--- config.mk ---
export PLATFORM = sky130hd
export DESIGN_NAME = tdp_timer
export DESIGN_NICKNAME = d
export VERILOG_FILES = /design/src/hdl/tdp_pkg.sv /design/src/hdl/tdp_prescaler.sv /design/src/hdl/tdp_pwm.sv /design/src/hdl/tdp_timer.sv
export SDC_FILE = /design/constraint.sdc
export NUM_CORES = 1
export LEC_CHECK = 0
export BUFFER_PORTS_ARGS = -buffer_cell sky130_fd_sc_hd__buf_2
export CELL_PAD_IN_SITES_DETAIL_PLACEMENT = 1
export CELL_PAD_IN_SITES_GLOBAL_PLACEMENT = 1
export CORE_MARGIN = 2
export CORE_UTILIZATION = 48
export DETAILED_ROUTE_END_ITERATION = 16
export PLACE_DENSITY_LB_ADDON = 0.08
export SETUP_SLACK_MARGIN = 0.1
export SKIP_CTS_REPAIR_TIMING = 1
export SLEW_MARGIN = 20
export SYNTH_ARGS = -nofsm -noshare
export SYNTH_HDL_FRONTEND = slang
export SYNTH_SLANG_ARGS = --single-unit
--- constraint.sdc ---
create_clock -name clk_i -period 4.5 [get_ports clk_i]
set_clock_uncertainty 0.1 [all_clocks]
set_input_delay 0.675 -clock clk_i [delete_from_list [all_inputs] [get_ports clk_i]]
set_output_delay 0.675 -clock clk_i [all_outputs]
set_load 0.05 [all_outputs]
--- src/hdl/tdp_pkg.sv ---
// Shared constants and types of the ten-bit down timer with PWM
package tdp_pkg;

    // ************************************************************
    // Register map
    // ************************************************************
    localparam logic [7:0] ADDR_COUNT  = 8'h10;
    localparam logic [7:0] ADDR_CTL1   = 8'h11;
    localparam logic [7:0] ADDR_CTL2   = 8'h12;
    localparam logic [7:0] ADDR_STATUS = 8'h18;
    localparam logic [7:0] ADDR_MASK   = 8'h19;

    // ************************************************************
    // Widths and values
    // ************************************************************
    localparam int         CNT_W        = 10;
    localparam int         PS_W         = 8;
    localparam int         PS_SEL_W     = 3;
    localparam logic [9:0] CNT_MAX      = 10'h03FF;
    localparam logic [9:0] CNT_ZERO     = 10'h0000;
    localparam logic [7:0] PS_INIT      = 8'hFF;
    localparam logic [7:0] CTL1_RST     = 8'h00;
    localparam logic [7:0] CTL2_RST     = 8'h3F;
    localparam logic [7:0] STATUS_RST   = 8'h00;
    localparam logic [7:0] MASK_RST     = 8'h00;
    localparam logic [7:0] BYTE_ZERO    = 8'h00;

    // ************************************************************
    // Field positions
    // ************************************************************
    localparam int HB_RELOAD_LSB = 4;
    localparam int HB_DUTY_LSB   = 0;
    localparam int IRQ_UNDERFLOW = 0;

    // Control one: PWM enable and polarity, mode bits, timer enable
    typedef struct packed {
        logic       pwm_output_enable_bit;
        logic       pwm_polarity_bit;
        logic [2:0] rsv;
        logic       one_shot_bit;
        logic       reload_select_bit;
        logic       timer_enable_bit;
    } tdp_ctl1_t;

    // Control two: clock source, edge, prescaler switch and ratio
    typedef struct packed {
        logic [1:0] rsv;
        logic       clock_source_bit;
        logic       ext_clock_edge_bit;
        logic       prescaler_disable_n;
        logic [2:0] prescaler_ratio_field;
    } tdp_ctl2_t;

    // Register port request
    typedef struct packed {
        logic [7:0] addr;
        logic [7:0] wdata;
        logic       wr;
        logic       rd;
    } tdp_bus_req_t;

endpackage

--- src/hdl/tdp_prescaler.sv ---
// Power-of-two prescaler for the timer tick
`timescale 1ns/1ps
module tdp_prescaler #(
    parameter int PS_W = tdp_pkg::PS_W
) (
    input  wire logic                         clk_i,
    input  wire logic                         rst_i,
    input  wire logic                         enable_i,
    input  wire logic [tdp_pkg::PS_SEL_W-1:0] ratio_i,
    input  wire logic                         tick_i,
    output logic                              tick_o
);

    // ************************************************************
    // Elaboration check
    // ************************************************************
    if (PS_W != (1 << tdp_pkg::PS_SEL_W)) begin : g_chk
        $error("prescaler width must match its ratio field");
    end

    logic [PS_W-1:0] cnt_q;
    logic [PS_W-1:0] cnt_d;
    logic [PS_W-1:0] mask;

    // Low bits that must all be zero for a pass-through tick
    for (genvar i = 0; i < PS_W; i++) begin : g_mask
        assign mask[i] = (tdp_pkg::PS_SEL_W'(i) <= ratio_i);
    end

    // Divide by two to the power ratio plus one; bypass when off
    always_comb begin
        cnt_d  = cnt_q;
        tick_o = tick_i;
        if (!enable_i) begin
            cnt_d = tdp_pkg::PS_INIT;
        end else begin
            tick_o = tick_i && ((cnt_q & mask) == '0);
            if (tick_i) begin
                cnt_d = cnt_q - 1'b1;
            end
        end
    end

    // Prescaler count register
    always_ff @(posedge clk_i or posedge rst_i) begin
        if (rst_i) begin
            cnt_q <= tdp_pkg::PS_INIT;
        end else begin
            cnt_q <= cnt_d;
        end
    end

endmodule

--- src/hdl/tdp_pwm.sv ---
// PWM compare and pin multiplexer
`timescale 1ns/1ps
module tdp_pwm #(
    parameter int CNT_W = tdp_pkg::CNT_W
) (
    input  wire logic             clk_i,
    input  wire logic             rst_i,
    input  wire logic [CNT_W-1:0] count_i,
    input  wire logic [CNT_W-1:0] duty_i,
    input  wire logic             polarity_i,
    input  wire logic             output_enable_i,
    input  wire logic             gpio_out_i,
    input  wire logic             gpio_oe_n_i,
    output logic                  pin_o,
    output logic                  pin_oe_n_o
);

    logic pin_q;
    logic pin_d;
    logic oe_n_q;
    logic oe_n_d;
    logic active;

    // Active for the last duty counts of each period
    assign active = (count_i < duty_i);

    // Polarity and ownership of the port pin
    always_comb begin
        pin_d  = gpio_out_i;
        oe_n_d = gpio_oe_n_i;
        if (output_enable_i) begin
            pin_d  = active ^ polarity_i;
            oe_n_d = 1'b0;
        end
    end

    // Registered pin drive avoids glitches from the compare
    always_ff @(posedge clk_i or posedge rst_i) begin
        if (rst_i) begin
            pin_q  <= 1'b0;
            oe_n_q <= 1'b1;
        end else begin
            pin_q  <= pin_d;
            oe_n_q <= oe_n_d;
        end
    end

    assign pin_o      = pin_q;
    assign pin_oe_n_o = oe_n_q;

endmodule

--- src/hdl/tdp_timer.sv ---
// Ten-bit down timer with prescaler, reload modes, PWM and interrupt
`timescale 1ns/1ps
module tdp_timer #(
    parameter int CNT_W = tdp_pkg::CNT_W
) (
    input  wire logic       clk_i,
    input  wire logic       rst_i,
    input  wire logic [7:0] addr_i,
    input  wire logic [7:0] wdata_i,
    input  wire logic       wr_i,
    input  wire logic       rd_i,
    output logic      [7:0] rdata_o,
    input  wire logic       instr_tick_i,
    input  wire logic       external_clock_pin_i,
    input  wire logic [7:0] high_bits_register_i,
    input  wire logic [7:0] pwm_duty_register_i,
    input  wire logic       gpio_out_i,
    input  wire logic       gpio_oe_n_i,
    output logic            pwm_port_pin_o,
    output logic            pwm_port_pin_oe_n_o,
    output logic            underflow_o,
    output logic            irq_o
);

    // ************************************************************
    // Elaboration check
    // ************************************************************
    if (CNT_W != tdp_pkg::CNT_W) begin : g_chk
        $error("counter width is fixed at ten bits");
    end

    // ************************************************************
    // Declarations
    // ************************************************************
    tdp_pkg::tdp_bus_req_t req;
    tdp_pkg::tdp_ctl1_t    ctl1_q;
    tdp_pkg::tdp_ctl1_t    ctl1_d;
    tdp_pkg::tdp_ctl2_t    ctl2_q;
    tdp_pkg::tdp_ctl2_t    ctl2_d;
    logic [CNT_W-1:0]      cnt_q;
    logic [CNT_W-1:0]      cnt_d;
    logic [CNT_W-1:0]      reload_q;
    logic [CNT_W-1:0]      reload_d;
    logic                  done_q;
    logic                  done_d;
    logic                  ext_q;
    logic                  ext_d;
    logic                  primed_q;
    logic                  primed_d;
    logic [7:0]            status_q;
    logic [7:0]            status_d;
    logic [7:0]            mask_q;
    logic [7:0]            mask_d;
    logic [7:0]            rdata_q;
    logic [7:0]            rdata_d;
    logic                  ext_rise;
    logic                  ext_fall;
    logic                  src_tick;
    logic                  cnt_tick;
    logic                  run;
    logic                  underflow;
    logic                  wr_count;
    logic [CNT_W-1:0]      write_value;
    logic [CNT_W-1:0]      duty;

    assign req.addr  = addr_i;
    assign req.wdata = wdata_i;
    assign req.wr    = wr_i;
    assign req.rd    = rd_i;

    // ************************************************************
    // Clock source selection
    // ************************************************************

    // Pin is synchronous already, so one stage suffices for edges.
    // Until the first sample after reset the previous level is not
    // known, so no edge is reported in that cycle; otherwise a pin
    // that idles high would count a false rising edge after reset.
    always_comb begin
        ext_d    = external_clock_pin_i;
        primed_d = 1'b1;
    end

    // Edge strobes, each at most one cycle long
    assign ext_rise = primed_q && external_clock_pin_i && !ext_q;
    assign ext_fall = primed_q && !external_clock_pin_i && ext_q;

    // Previous pin level and the primed flag
    always_ff @(posedge clk_i or posedge rst_i) begin
        if (rst_i) begin
            ext_q    <= 1'b0;
            primed_q <= 1'b0;
        end else begin
            ext_q    <= ext_d;
            primed_q <= primed_d;
        end
    end

    // Source and edge choice ahead of the prescaler
    always_comb begin
        src_tick = instr_tick_i;
        if (ctl2_q.clock_source_bit) begin
            src_tick = ctl2_q.ext_clock_edge_bit ? ext_fall : ext_rise;
        end
    end

    // Prescaler stage; the low-active switch enables it when zero
    tdp_prescaler #(
        .PS_W (tdp_pkg::PS_W)
    ) u_prescaler (
        .clk_i    (clk_i),
        .rst_i    (rst_i),
        .enable_i (!ctl2_q.prescaler_disable_n),
        .ratio_i  (ctl2_q.prescaler_ratio_field),
        .tick_i   (src_tick),
        .tick_o   (cnt_tick)
    );

    // ************************************************************
    // Down counter
    // ************************************************************

    // A finished one-shot holds until software rewrites the count
    assign run       = ctl1_q.timer_enable_bit && !done_q;
    assign underflow = run && cnt_tick && (cnt_q == tdp_pkg::CNT_ZERO);
    assign wr_count  = req.wr && (req.addr == tdp_pkg::ADDR_COUNT);

    // Written byte joined with the upper reload bits
    assign write_value = {high_bits_register_i[tdp_pkg::HB_RELOAD_LSB +: 2], req.wdata};

    // Next counter value; a software write wins over a tick
    always_comb begin
        cnt_d    = cnt_q;
        reload_d = reload_q;
        done_d   = done_q;
        if (wr_count) begin
            reload_d = write_value;
            cnt_d    = write_value;
            done_d   = 1'b0;
        end else if (underflow) begin
            if (ctl1_q.one_shot_bit) begin
                done_d = 1'b1;
            end else if (ctl1_q.reload_select_bit) begin
                cnt_d = reload_q;
            end else begin
                cnt_d = tdp_pkg::CNT_MAX;
            end
        end else if (run && cnt_tick) begin
            cnt_d = cnt_q - 1'b1;
        end
    end

    // Counter and reload registers
    always_ff @(posedge clk_i or posedge rst_i) begin
        if (rst_i) begin
            cnt_q    <= tdp_pkg::CNT_ZERO;
            reload_q <= tdp_pkg::CNT_ZERO;
            done_q   <= 1'b0;
        end else begin
            cnt_q    <= cnt_d;
            reload_q <= reload_d;
            done_q   <= done_d;
        end
    end

    // ************************************************************
    // Control registers and interrupt
    // ************************************************************

    // Control writes; ratio changes while the prescaler runs are
    // accepted as is, a stray tick is the price software pays
    always_comb begin
        ctl1_d = ctl1_q;
        ctl2_d = ctl2_q;
        mask_d = mask_q;
        if (req.wr && (req.addr == tdp_pkg::ADDR_CTL1)) begin
            ctl1_d     = tdp_pkg::tdp_ctl1_t'(req.wdata);
            ctl1_d.rsv = '0;
        end
        if (req.wr && (req.addr == tdp_pkg::ADDR_CTL2)) begin
            ctl2_d     = tdp_pkg::tdp_ctl2_t'(req.wdata);
            ctl2_d.rsv = '0;
        end
        if (req.wr && (req.addr == tdp_pkg::ADDR_MASK)) begin
            mask_d = req.wdata;
        end
    end

    // Sticky status: write one clears, a new underflow wins
    always_comb begin
        status_d = status_q;
        if (req.wr && (req.addr == tdp_pkg::ADDR_STATUS)) begin
            status_d = status_q & ~req.wdata;
        end
        if (underflow) begin
            status_d[tdp_pkg::IRQ_UNDERFLOW] = 1'b1;
        end
    end

    // Control and mask registers
    always_ff @(posedge clk_i or posedge rst_i) begin
        if (rst_i) begin
            ctl1_q   <= tdp_pkg::tdp_ctl1_t'(tdp_pkg::CTL1_RST);
            ctl2_q   <= tdp_pkg::tdp_ctl2_t'(tdp_pkg::CTL2_RST);
            mask_q   <= tdp_pkg::MASK_RST;
        end else begin
            ctl1_q   <= ctl1_d;
            ctl2_q   <= ctl2_d;
            mask_q   <= mask_d;
        end
    end

    // Status register kept apart from the control bytes, so the flag
    // and its clear-and-set priority form one group with the logic
    // above that decides them
    always_ff @(posedge clk_i or posedge rst_i) begin
        if (rst_i) begin
            status_q <= tdp_pkg::STATUS_RST;
        end else begin
            status_q <= status_d;
        end
    end

    // ************************************************************
    // Interrupt request
    // ************************************************************

    // Level request from registers only, so it cannot glitch; the
    // underflow strobe is combinational and lasts a single cycle
    assign irq_o       = |(status_q & mask_q);
    assign underflow_o = underflow;

    // ************************************************************
    // Read port
    // ************************************************************

    // Read data stand for exactly one cycle after the strobe
    always_comb begin
        rdata_d = tdp_pkg::BYTE_ZERO;
        if (req.rd) begin
            case (req.addr)
                tdp_pkg::ADDR_COUNT:  rdata_d = cnt_q[7:0];
                tdp_pkg::ADDR_CTL1:   rdata_d = ctl1_q;
                tdp_pkg::ADDR_CTL2:   rdata_d = ctl2_q;
                tdp_pkg::ADDR_STATUS: rdata_d = status_q;
                tdp_pkg::ADDR_MASK:   rdata_d = mask_q;
                default:              rdata_d = tdp_pkg::BYTE_ZERO;
            endcase
        end
    end

    // Read data register
    always_ff @(posedge clk_i or posedge rst_i) begin
        if (rst_i) begin
            rdata_q <= tdp_pkg::BYTE_ZERO;
        end else begin
            rdata_q <= rdata_d;
        end
    end

    assign rdata_o = rdata_q;

    // ************************************************************
    // PWM output
    // ************************************************************

    // Duty from the low high-bits pair and the duty byte
    assign duty = {high_bits_register_i[tdp_pkg::HB_DUTY_LSB +: 2], pwm_duty_register_i};

    // Period follows the counter, which restarts from the reload, or from CNT_MAX when reload select is off; in one-shot mode it holds at zero
    tdp_pwm #(
        .CNT_W (CNT_W)
    ) u_pwm (
        .clk_i           (clk_i),
        .rst_i           (rst_i),
        .count_i         (cnt_q),
        .duty_i          (duty),
        .polarity_i      (ctl1_q.pwm_polarity_bit),
        .output_enable_i (ctl1_q.pwm_output_enable_bit),
        .gpio_out_i      (gpio_out_i),
        .gpio_oe_n_i     (gpio_oe_n_i),
        .pin_o           (pwm_port_pin_o),
        .pin_oe_n_o      (pwm_port_pin_oe_n_o)
    );

endmodule

## After elaboration in Yosys (flattened, before gate mapping)

Cells that the tools add are included.

| word-level totals | value |
|---|---|
| register bits | 68 |
| output and inout port bits | 12 |

| operators by class | value |
|---|---|
| $lt $le $gt $ge | 9 |
| bitwise gates (word level) | 5 |
| add/subtract/negate cells | 2 |
| reduce and logical (&&, ||, !) cells | 26 |
| equality and inequality tests | 6 |
| multiplexer cells | 19 |

Operators with widths:

| cell | number |
|---|---|
| 10-bit 2-to-1 mux | 5 |
| 8-bit by 5-bit == test with 1-bit output (second input constant) | 5 |
| 8-bit one-hot mux with 5 select lines | 1 |
| 8-bit bitwise AND | 3 |
| 8-bit 2-to-1 mux | 3 |
| 1-bit logical AND | 13 |
| 3-bit <= comparator (first input constant) | 4 |
| 10-bit zero test | 1 |
| 10-bit less-than comparator | 1 |
| 1-bit 2-to-1 mux | 10 |
| 10-bit by 1-bit subtractor with 10-bit output (second input constant) | 1 |
| 8-bit zero test | 1 |
| 8-bit NOT | 1 |
| 2-bit nonzero test | 4 |
| 8-bit OR reduction | 1 |
| 8-bit by 1-bit subtractor with 8-bit output (second input constant) | 1 |
| 1-bit by 3-bit <= comparator with 1-bit output (first input constant) | 2 |
| 2-bit by 3-bit <= comparator with 1-bit output (first input constant) | 2 |
| 2-bit AND reduction | 2 |
| 1-bit zero test | 3 |
| 3-bit by 2-bit inequality test with 1-bit output (second input constant) | 1 |
| 3-bit nonzero test | 1 |
| 1-bit XOR | 1 |

## Longest topological paths before layout

Gate-level depths: netlist of run 1.

| logic depth | value |
|---|---|
| depth in word-level cells | 11 |
| mapped depth | 8 |
| depth with buffers taken out | 8 |

## Modules after synthesis

From an unflattened synthesis of run 1, not the netlist that was laid out.

| second synthesis, totals | value |
|---|---|
| cell total of the unflattened synthesis | 388 |
| area total of the unflattened synthesis | 3834.9 um2 |

Modules (own cells, without submodules):

| module | instances | cells an instance | sequential area each (um2) | area each (um2) |
|---|---|---|---|---|
| tdp_timer | 1 | 295 | 1458.9 | 2977.9 |
| tdp_prescaler | 1 | 52 | 210.2 | 516.7 |
| tdp_pwm | 1 | 41 | 51.3 | 340.3 |

## Worst setup path after synthesis of run 1

No wires, ideal clock.

| timing | value |
|---|---|
| path kind | input port to output port |
| start | input external_clock_pin_i |
| end | output underflow_o |
| arrival time | 1.945 ns |
| buffers on the path | 0 |
| setup slack | 1.780 ns |
| stages on the path | 4 |
| path through | or3b_4 a21oi_4 o211ai_4 nor3_4 |

| between the ends | value |
|---|---|
| word-level cells in the longest chain between the ends | 9 |
| elaborated cells on any way between the ends | 11 |
| classes of those cells | 3 x mux; 8 x reduce/logical |

Ends and longest elaborated chain:

| what | RTL line | RTL |
|---|---|---|
| start, declared | tdp_timer.sv:14 | `input wire logic external_clock_pin_i,` |
| 1-bit zero test | tdp_timer.sv:86 | `assign ext_fall = primed_q && !external_clock_pin_i && ext_q;` |
| 1-bit logical AND (2 in series) | tdp_timer.sv:86 |  |
| 1-bit 2-to-1 mux (*) | tdp_timer.sv:103 | `src_tick = ctl2_q.ext_clock_edge_bit ? ext_fall : ext_rise;` |
| 1-bit 2-to-1 mux (*) | tdp_timer.sv:102 | `if (ctl2_q.clock_source_bit) begin` |
| 1-bit logical AND | tdp_prescaler.sv:37 | `tick_o = tick_i && ((cnt_q & mask) == '0);` |
| 1-bit 2-to-1 mux (*) | tdp_prescaler.sv:34 | `if (!enable_i) begin` |
| 1-bit logical AND (*) (2 in series) | tdp_timer.sv:125 | `assign underflow = run && cnt_tick && (cnt_q == tdp_pkg::CNT_ZERO);` |
| end, declared | tdp_timer.sv:21 | `output logic underflow_o,` |

Mark *: on every way between the ends. The rest lies on a longest branch, timed or not.

## Worst setup path in the final report of run 1

| timing | value |
|---|---|
| start | register cnt_q[4] |
| end | output underflow_o |

| between the ends | value |
|---|---|
| word-level cells in the longest chain between the ends | 2 |

Ends and longest elaborated chain:

| what | RTL line | RTL |
|---|---|---|
| start, declared | tdp_timer.sv:40 | `logic [CNT_W-1:0] cnt_q;` |
| start signal, assigned | tdp_timer.sv:156 | `cnt_q <= tdp_pkg::CNT_ZERO;` |
| start signal, assigned | tdp_timer.sv:160 | `cnt_q <= cnt_d;` |
| 10-bit zero test | tdp_timer.sv:125 |  |
| 1-bit logical AND | tdp_timer.sv:125 |  |

No other way between the ends.

==> results of run 1 <==
==> layout make-up <==
cell class / count / area (um2) / area share, %
inverters: 21 / 80.08 / 1.925
repair buffers: 48 / 242.7 / 5.836
multi-input cells: 242 / 1763 / 42.39
flip-flops and latches: 68 / 1720 / 41.37
clock buffers: 9 / 123.9 / 2.978
clock inverters: 7 / 105.1 / 2.527
well taps: 99 / 123.9 / 2.978
==> flip-flops by register name (all words and copies together), names as in the netlist <==
name	cells
status_q	8
u_pwm.pin_oe_n_o	1
primed_q	1
cnt_q	10
rdata_o	8
u_pwm.pin_o	1
ext_q	1
u_prescaler.cnt_q	8
reload_q	10
mask_q	8
done_q	1
ctl1_q	5
ctl2_q	6
==> power breakdown <==
part           total, uW  internal [uW]  switching, uW
clock network        585            322            264
registers            779            699           79.3
logic                328            148            180
total               1690           1170            522
==> per-layer routing <==
layer  track usage [%]  wire [um]  vias to the layer above
met4             10.00        213                        0
met1             32.59       4281                     1511
met2             40.05       4785                       69
met5                 0          0                        -
li1                  -          -                     1335
met3             4.174        393                       21
==> through the flow <==
stage | utilization [%] | hold WS (ns) | setup WS [ns]
detailed placement | 54.17 | 0.3583 | 1.439
CTS | 57.32 | 0.3449 | 1.168
floorplan | - | 0.3371 | 1.780
finish | 57.34 | 0.3629 | 1.188
global route | 57.34 | 0.3511 | 1.025
global placement | 54.17 | 0.3510 | 1.443
==> critical path, stage by stage (launching register included) <==
cell     delay (ns)
dfrtp_1        0.51
nor4_1         0.43
nand3_1        0.36
nor3_4         0.53
buf_2          0.35
==> path summary, 6_finish.rpt <==
check                                        start                          to  cells past startpoint
min                           external_clock_pin_i             ext_q$_DFF_PP0_                      1
max in group asynchronous                    rst_i  u_pwm.pin_oe_n_o$_DFF_PP1_                      3
max                           cnt_q[4]$_DFFE_PP0P_                 underflow_o                      4
min reg2reg                reload_q[0]$_DFFE_PP0P_     reload_q[0]$_DFFE_PP0P_                      2
max reg2reg                   cnt_q[4]$_DFFE_PP0P_        cnt_q[1]$_DFFE_PP0P_                      5
min in group asynchronous                    rst_i     reload_q[0]$_DFFE_PP0P_                      2
==> synth_stat cells, drive strengths merged (9+ instances only) <==
cell type	instances	share of area, %
nand2	41	4.3
o21ai	11	1.5
nor2	12	1.2
a22oi	9	1.9
dfrtp	53	37
mux2	20	6.2
inv	21	2.2
dfstp	15	11
clkbuf	9	0.94
nand2b	13	2.3
ha	11	3.8
nor3	9	1.6
a21oi	14	2.3
==> cell families (layout without fill, tap and decap cells) <==
| family | count (synthesis) | in the layout |
|---|---|---|
| adder cells (fa/ha/maj) | 11 | 11 |
| buffers and inverters | 33 | 85 |
| XOR/XNOR | 12 | 12 |
| multiplexers | 26 | 26 |
| flip-flops | 68 | 68 |
| other | 1 | 1 |
| AND/OR/NAND/NOR | 116 | 116 |
| AO/OA/AOI/OAI | 76 | 76 |
==> summary.txt, run 1 <==
Outcome
  • Status: finished clean

Timing
  • Tmin final: ~3.3 ns
  • Max Fclk: between 300 and 400 MHz
  • Unrepaired setup endpoints after global routing: false
  • Setup TNS: 0 ns
  • Slew Limit Fails: 0
  • Final Hold Violating Endpoints: 0
  • Final cycle utilization of the critical path: 73.60%
  • Slew margin rel.: 39.40%
  • Worst slew pin tran: around 0.9 ns
  • Finish-stage setup viols: 0

Placement
  • IO buf count: 47
  • Dpl cell area: between 3000 and 4000 um2
  • Placer Congestion: 0.8142
  • Dpl cells: roughly 480
  • Hpwl dp: 6788 um

Yosys
  • Synth Register Bits: 68
  • Mean Syn Cell Area: ~11 um2
  • Post-Synthesis Cells: 343
  • Seq/Total Area, Yosys: 47.64%
  • Number of synthesized flops with an enable pin: 0
  • Async SR Flop Fraction: 100.0%
  • Synth unique cells: 57
  • Cell area after synthesis: 3611 um2
  • Synth Net Count: 394
  • Compound-Gate Fraction of Synth Area: 15.25%
  • Post-synthesis adder-cell area fraction: ~3.8%
  • Synth Flop Type: dfrtp_1
  • Synth Area in XOR/XNOR: 2.911%
  • Largest family of logic cells by synthesized area: simple AND/OR/NAND/NOR gates
  • Mux share of post-synthesis cell area: under 10%
  • Post-synthesis simple-gate area fraction: between 10% and 20%
  • Ys Warns: 0

Die
  • DIE WIDTH: 90.74 um
  • Vert. Die Dim: ~91 um
  • Core Area: 7253 um2
  • Die area: around 8200 um2
  • Ports: 52
  • Cell Rows: 31
  • Initial core utilization: 49.78%

Worst setup path
  • Worst reg2reg setup slack: ~1.9 ns
  • Arr. time, crit path: ~2.5 ns
  • WS Path Type: flip-flop to output port
  • Required @ worst endpoint: about 3.7 ns
  • Startpoint Class: flip-flop
  • Kind of end point of the critical path: output port
  • Worst-path fanout max: 7

Routing
  • # DRC: 0
  • Initial DRC Count: 198
  • Drt total wl: 9673 um
  • Wire per inst: between 15 and 20 um
  • DRT Pass-1 Iters: 5
  • Detailed-route via count: 2936
  • Antenna-violating nets left: 0
  • Vias per inst: 5.943

GRT
  • Total track usage: approximately a quarter
  • Vias in the first global route: 3019
  • Pin count of the biggest net entering global routing: 50
  • Global-route wire length before repair: 15710 um
  • Initial antenna violation count: 0
  • Gr ovfl total: 0

Clock tree
  • CTS Buffer Depth: 2
  • Clock buffer count from CTS: 9
  • CTS tree: yes
  • # clock sinks: 68
  • Root Buffer Master: clkbuf_8
  • Register clock-pin slew on the reported worst setup and hold paths: around 0.08 ns
  • Clk_lat worst skew: roughly 0.35 ns
  • CTS HTree Levels: 3

Layout
  • Commonest non-fill, non-tap cell in the layout: dfrtp_1
  • Final net count: about 440
  • Post-layout instance area: 4159 um2
  • N_diodes: 0
  • Finished Layout Cells: between 400 and 500
  • Highest-count cells in the layout ignoring fill and taps: dfrtp_1, buf_2, nand2_1
  • Area growth, synth to finish: 15.18%
  • Share of cells above drive strength 1: 29.11%
  • Layout fillers: 836

Min path
  • Worst hold path type: input pin to flip-flop

Power and ir drop
  • Maximum VDD drop: 0.2455 mV
  • Overall power: 1691 uW
  • Pwr per Cell Area: 406.7 nW/um2
  • P_leak: 0.002005 uW

Run
  • Max-Cap Viols: 0
(Power assumes the default switching activity.)
==> inputs of run 2 (changes only) <==
- CORE_UTILIZATION: 48 -> 40
- clock period: 4.5 -> 2.9 ns (I/O delays scaled with it)
==> summary.txt, run 2 (synthesis results as in run 1) <==
Outcome
  • Status: finished clean

Routing
  • Drt total wl: 9845 um (+1.8%)
  • # DRC: 0 (unchanged)
  • Antenna-violating nets left: 0 (unchanged)
  • Wire per inst: 19.19 um (-2.0%)
  • Detailed-route via count: 2901 (-1.2%)
  • Vias per inst: 5.655 (-4.9%)
  • Initial DRC Count: 158 (-20%)
  • DRT Pass-1 Iters: 4 (-1)

Timing
  • Final cycle utilization of the critical path: approximately nine tenths
  • Final Hold Violating Endpoints: 0 (unchanged)
  • Unrepaired setup endpoints after global routing: false
  • Setup TNS: 0 ns (unchanged)
  • Finish-stage setup viols: 0 (unchanged)
  • Max Fclk: 374.9 MHz
  • Worst slew pin tran: 0.8248 ns (-0.07474 ns)
  • Tmin final: 2.667 ns
  • Slew Limit Fails: 0 (unchanged)
  • Slew margin rel.: 44.43% (+5.0 points)

GRT
  • Global-route wire length before repair: 16050 um (+2.2%)
  • Gr ovfl total: 0 (unchanged)
  • Pin count of the biggest net entering global routing: 40 (-20%)
  • Vias in the first global route: 3025 (+0.20%)
  • Total track usage: 21.04% (-3.5 points)
  • Initial antenna violation count: 0 (unchanged)

Die
  • Vert. Die Dim: 99.01 um (+9.1%)
  • Core Area: 8721 um2 (+20%)
  • Cell Rows: 34 (+9.7%)
  • DIE WIDTH: 99.01 um (+9.1%)
  • Ports: 52 (unchanged)
  • Initial core utilization: 41.41% (-8.4 points)
  • Die area: 9803 um2 (+19%)

Min path
  • Worst hold path type: input pin to async pin

Clock tree
  • Clk_lat worst skew: 0.35 ns (about the same)
  • Register clock-pin slew on the reported worst setup and hold paths: 0.08 ns (about the same)
  • Root Buffer Master: clkbuf_8
  • # clock sinks: 68 (unchanged)
  • CTS Buffer Depth: 2 (unchanged)
  • Clock buffer count from CTS: 9 (unchanged)
  • CTS tree: yes
  • CTS HTree Levels: 3 (unchanged)

Layout
  • Share of cells above drive strength 1: 31.36% (+2.2 points)
  • Commonest non-fill, non-tap cell in the layout: dfrtp_1
  • Area growth, synth to finish: 18.75%
  • Highest-count cells in the layout ignoring fill and taps: dfrtp_1, buf_2, nand2_1
  • N_diodes: 0 (unchanged)
  • Final net count: 451 (+2.3%)
  • Biggest regs: cnt_q x10, reload_q x10

Worst setup path
  • Kind of end point of the critical path: output port
  • R2R Path End: cnt_q[1]$_DFFE_PP0P_
  • R2R cell count: 6 (+1)
  • Reg-to-Reg Start: cnt_q[6]$_DFFE_PP0P_
  • Startpoint Class: flip-flop
  • WS Path Type: flip-flop to output port
  • Required @ worst endpoint: 2.37 ns (-1.35 ns)
  • Worst-path fanout max: 8 (+1)
  • Worst reg2reg setup slack: 0.53 ns (-1.38 ns)
  • Worst setup path startpoint: cnt_q[6]$_DFFE_PP0P_
  • Arr. time, crit path: 2.13 ns (-0.41 ns)

Placement
  • Placer Congestion: 0.7930 (-2.6%)
  • IO buf count: 47 (unchanged)
  • Hpwl dp: 7213 um (+6.3%)

Power and ir drop
  • Pwr per Cell Area: 633.7 nW/um2 (+56%)
  • Overall power: 2717 uW (+61%)
  • Maximum VDD drop: 0.3325 mV (+35%)
  • P_leak: 0.002077 uW (+3.6%)

Run
  • Max-Cap Viols: 0 (unchanged)
run 2: how the worst max path moves through the flow:
stage | to | slack (ns) | cells after the start
final | underflow_o | 0.23 | 4
after global placement | cnt_q[1]$_DFFE_PP0P_ | 0.47 | 6
after global routing | underflow_o | 0.13 | 4
after floorplan | cnt_q[1]$_DFFE_PP0P_ | 0.44 | 5
after CTS | underflow_o | 0.12 | 4
after detailed placement | cnt_q[0]$_DFFE_PP0P_ | 0.45 | 7
run 2: metal layers:
| metal | up-vias | global-route usage (%) | part of all wire (%) |
|---|---|---|---|
| li1 | 1352 | - | - |
| met2 | 65 | 33.73 | 48 |
| met1 | 1475 | 29.85 | 47 |
| met3 | 9 | 2.837 | 4.0 |
| met4 | 0 | 6.217 | 1.1 |
| met5 | - | 0 | 0 |
run 2: where the power goes:
part | total (uW) | internal, uW | switching [uW]
registers | 1190 | 1080 | 106
logic | 543 | 246 | 298
clock network | 983 | 595 | 388
total | 2720 | 1930 | 792
run 2: through the flow:
| step | setup WS [ns] | std cells | hold WS (ns) | instance area, um2 | utilization [%] |
|---|---|---|---|---|---|
| after floorplan | 0.4372 | 343 | 0.3371 | 3611 | - |
| after global placement | 0.4726 | 497 | 0.3518 | 4028 | 46.18 |
| after detailed placement | 0.4476 | 497 | 0.3563 | 4028 | 46.18 |
| after CTS | 0.1218 | 513 | 0.1100 | 4277 | 49.04 |
| after global routing | 0.1322 | 513 | 0.1093 | 4288 | 49.17 |
| final | 0.2327 | 513 | 0.08866 | 4288 | 49.17 |
run 2: final cells by class:
type / instances / area [um2]
inverter: 21 / 78.83
clock inverter: 6 / 111.4
timing repair buffer: 58 / 330.3
sequential: 68 / 1720
tap: 108 / 135.1
clock buffer: 10 / 137.6
multi-input combinational: 242 / 1774
fill: 987 / 4433
run 2: critical path, cell delays in order, from the launching register on:
cell and delay [ns]:
dfrtp_1 0.50, nor4_1 0.47, nand3_2 0.27, nor3_4 0.25, buf_2 0.29
==> inputs of run 3 (changes only) <==
- ABC_AREA: not set -> 1
- CORE_UTILIZATION: 40 -> 38
- SKIP_CTS_REPAIR_TIMING: 1 -> not set
==> summary.txt, run 3 <==
Layout
  • Post-Route Utilization: 46.06% (-3.1 points)
  • Biggest regs: cnt_q x10, reload_q x10
  • Final net count: 560 (+24%)
  • Highest-count cells in the layout ignoring fill and taps: nand2_1, inv_1, dfrtp_1
  • Area growth, synth to finish: 16.80%
  • Commonest non-fill, non-tap cell in the layout: nand2_1
  • Share of cells above drive strength 1: 20.43% (-11 points)
  • Area of the multi-input gates: 1640 um2 (-7.5%)
  • N_diodes: 0 (unchanged)
  • Layout fillers: 1171 (+19%)
  • Post-layout instance area: 4297 um2 (+0.20%)
  • Seq. cell area: 1720 um2 (unchanged)

GRT
  • Total track usage: 22.30% (+1.3 points)
  • Met3 Use GR: 3.762% (+0.93 points)
  • Grt met2 use: 39.12% (+5.4 points)
  • GR peak layer: met2
  • Gr ovfl total: 0 (unchanged)
  • Pin count of the biggest net entering global routing: 36 (-10%)
  • Global-route wire length before repair: 17660 um (+10%)
  • Met1 Use GR: 28.21% (-1.6 points)
  • Initial antenna violation count: 0 (unchanged)
  • Vias in the first global route: 3509 (+16%)

Placement
  • IO buf count: 47 (unchanged)
  • Placer Congestion: 0.8385 (+5.7%)
  • Worst setup slack after placement: 0.5968 ns (+0.1492 ns)
  • Dpl cell area: 4094 um2 (+1.6%)
  • Hpwl dp: 8154 um (+13%)

Yosys
  • Synth unique cells: 38 (-33%)
  • Cell area after synthesis: 3679 um2 (+1.9%)
  • Ys Warns: 0 (unchanged)
  • Post-synthesis adder-cell area fraction: 3.741% (-0.070 points)
  • Count leader, synth: nand2_1
  • Mux share of post-synthesis cell area: 0.6122% (-8.0 points)
  • Synth Flop Type: dfrtp_1
  • Compound-Gate Fraction of Synth Area: 12.38% (-2.9 points)
  • Synth cell count leaders: nand2_1, inv_1, dfrtp_1, nor2_1, nand3_1
  • Number of synthesized flops with an enable pin: 0 (unchanged)
  • Synth Net Count: 502 (+27%)
  • Post-synthesis simple-gate area fraction: 25.85% (+7.7 points)
  • Top cells by area, synth: dfrtp_1, nand2_1, dfstp_2, inv_1, nand3_1
  • Leading area contributor after synthesis: dfrtp_1
  • Synth Area in XOR/XNOR: 1.905% (-1.0 points)
  • Async SR Flop Fraction: 100.0% (unchanged)
  • Largest family of logic cells by synthesized area: simple AND/OR/NAND/NOR gates
  • Seq/Total Area, Yosys: 46.77% (-0.88 points)
  • Yosys top cell area share: 36.05% (-0.67 points)
  • Post-Synthesis Cells: 451 (+31%)
  • Synth Register Bits: 68 (unchanged)
  • Mean Syn Cell Area: 8.156 um2 (-23%)

Timing
  • Slew margin rel.: 48.45% (+4.0 points)
  • Unrepaired setup endpoints after global routing: false
  • Final cycle utilization of the critical path: 89.27% (-2.7 points)
  • Final Hold Violating Endpoints: 0 (unchanged)
  • Final Worst Setup Slack: 0.3111 ns (+0.07837 ns)
  • Max Fclk: 386.3 MHz (+3.0%)
  • Slew Limit Fails: 0 (unchanged)
  • Finish-stage setup viols: 0 (unchanged)
  • Final hold slack: 0.1194 ns (+0.03077 ns)
  • Setup TNS: 0 ns (unchanged)
  • Tmin final: 2.589 ns (-0.07837 ns)
  • Worst slew pin tran: 0.7722 ns (-0.05262 ns)

Die
  • Initial core utilization: 39.44% (-2.0 points)
  • Die area: 10480 um2 (+6.9%)
  • Vert. Die Dim: 102.4 um (+3.4%)
  • Ports: 52 (unchanged)
  • DIE WIDTH: 102.4 um (+3.4%)
  • Cell Rows: 35 (+2.9%)
  • Core Area: 9328 um2 (+7.0%)

Worst setup path
  • Arr. time, crit path: 2.05 ns (-0.08 ns)
  • Critical Path Max Stage Delay: 0.55 ns (+0.05 ns)
  • Worst-path cell chain: nand3_1 > nand2_1 > nand3_2 > a21oi_2 > nand2_1 > nor2_4 > buf_2
  • Bufs and invs on worst path: 1 (unchanged)
  • Top Family by Delay on Critical Path: simple AND/OR/NAND/NOR gates
  • Required @ worst endpoint: 2.37 ns (about the same)
  • Startpoint Class: flip-flop
  • Worst-path fanout max: 4 (-4)
  • Worst path most repeated cell: nand2_1
  • Critical Path Slowest Stage Cell: dfstp_2
  • Kind of end point of the critical path: output port
  • WS Path Type: flip-flop to output port

Clock tree
  • Clk_lat worst skew: 0.35 ns (about the same)
  • CTS tree: yes
  • CTS HTree Levels: 3 (unchanged)
  • CTS resizes: 0
  • # clock sinks: 68 (unchanged)
  • Clock buffer count from CTS: 9 (unchanged)
  • Cts-stage hold buffer count: 0
  • Register clock-pin slew on the reported worst setup and hold paths: 0.08 ns (about the same)
  • Root Buffer Master: clkbuf_8
  • Post-CTS Setup Inserts: 0
  • CTS Buffer Depth: 2 (unchanged)

Outcome
  • Status: finished clean

Routing
  • Antenna-violating nets left: 0 (unchanged)
  • Initial DRC Count: 76 (-52%)
  • DRT Pass-1 Iters: 4 (unchanged)
  • # DRC: 0 (unchanged)
  • Detailed-route via count: 3235 (+12%)
  • Vias per inst: 5.031 (-11%)
  • Wire per inst: 16.45 um (-14%)
  • Drt total wl: 10580 um (+7.4%)

Min path
  • Worst hold path type: input pin to async pin

Power and ir drop
  • P_int: 1567 uW (-19%)
  • Maximum VDD drop: 0.2002 mV (-40%)
  • P_sw: 660.3 uW (-17%)
  • Comb pwr share: 15.9% (-4.1 points)
  • Pwr per Cell Area: 518.3 nW/um2 (-18%)
  • Clock Power Share: 37.4% (+1.2 points)
  • Switching portion of total power: 29.65% (+0.50 points)
  • P_leak: 0.002280 uW (+9.7%)
  • Sequential share of power: 46.8% (+3.0 points)

Run
  • Max-Cap Viols: 0 (unchanged)
==> run 3: worst paths after layout <==
check / start / endpoint / slack (ns) / cells past startpoint
min in group clk_i: external_clock_pin_i / ext_q$_DFF_PP0_ / 0.12 / 1
worst max-delay path: ctl2_q[4]$_DFFE_PP1P_ / underflow_o / 0.31 / 7
worst min-delay path: rst_i / ctl1_q[7]$_DFFE_PP0P_ / 0.12 / 2
max in group asynchronous: rst_i / mask_q[2]$_DFFE_PP0P_ / 1.92 / 3
worst min register to register: ctl1_q[7]$_DFFE_PP0P_ / u_pwm.pin_oe_n_o$_DFF_PP1_ / 0.35 / 1
worst max register to register: cnt_q[0]$_DFFE_PP0P_ / cnt_q[5]$_DFFE_PP0P_ / 0.71 / 8
==> run 3: area by class of cell <==
cell class	instances	area share [%]
Sequential cell	68	40.04
Multi-Input combinational cell	302	38.18
Inverter	76	6.669
Timing Repair Buffer	52	6.639
Tap cell	129	3.757
Clock buffer	12	3.611
Clock inverter	4	1.107
==> run 3: cell families (layout without fill, tap and decap cells) <==
logic type	after synthesis	count (layout)
and+or+nand+nor	203	203
buffers and inverters	81	144
AOI/OAI and AO/OA	77	77
DFF	68	68
adders and majority gates	11	11
xor gates and xnor gates	8	8
muxes	2	2
other	1	1
==> run 3: stage by stage <==
stage / power, uW / instances
after floorplan: 1299 / 451
after global placement: 1399 / 627
after detailed placement: 1417 / 627
after global routing: 2348 / 643
after CTS: 2260 / 643
final: 2227 / 643
==> run 3: metal layers <==
layer	up-vias	share of wire, %	routed length, um
li1	1587	-	-
met5	-	0	0
met1	1587	46	4837
met3	11	3.0	319
met2	50	50	5262
met4	0	1.5	157
==> run 3: power groups by stage <==
stage / sequential [uW] / combinational [uW] / clock (uW)
finish: 1040 / 354 / 832
global route: 1050 / 404 / 897
CTS: 1040 / 359 / 859
detailed placement: 1060 / 357 / 0
global placement: 1060 / 342 / 0
floorplan: 1050 / 251 / 0
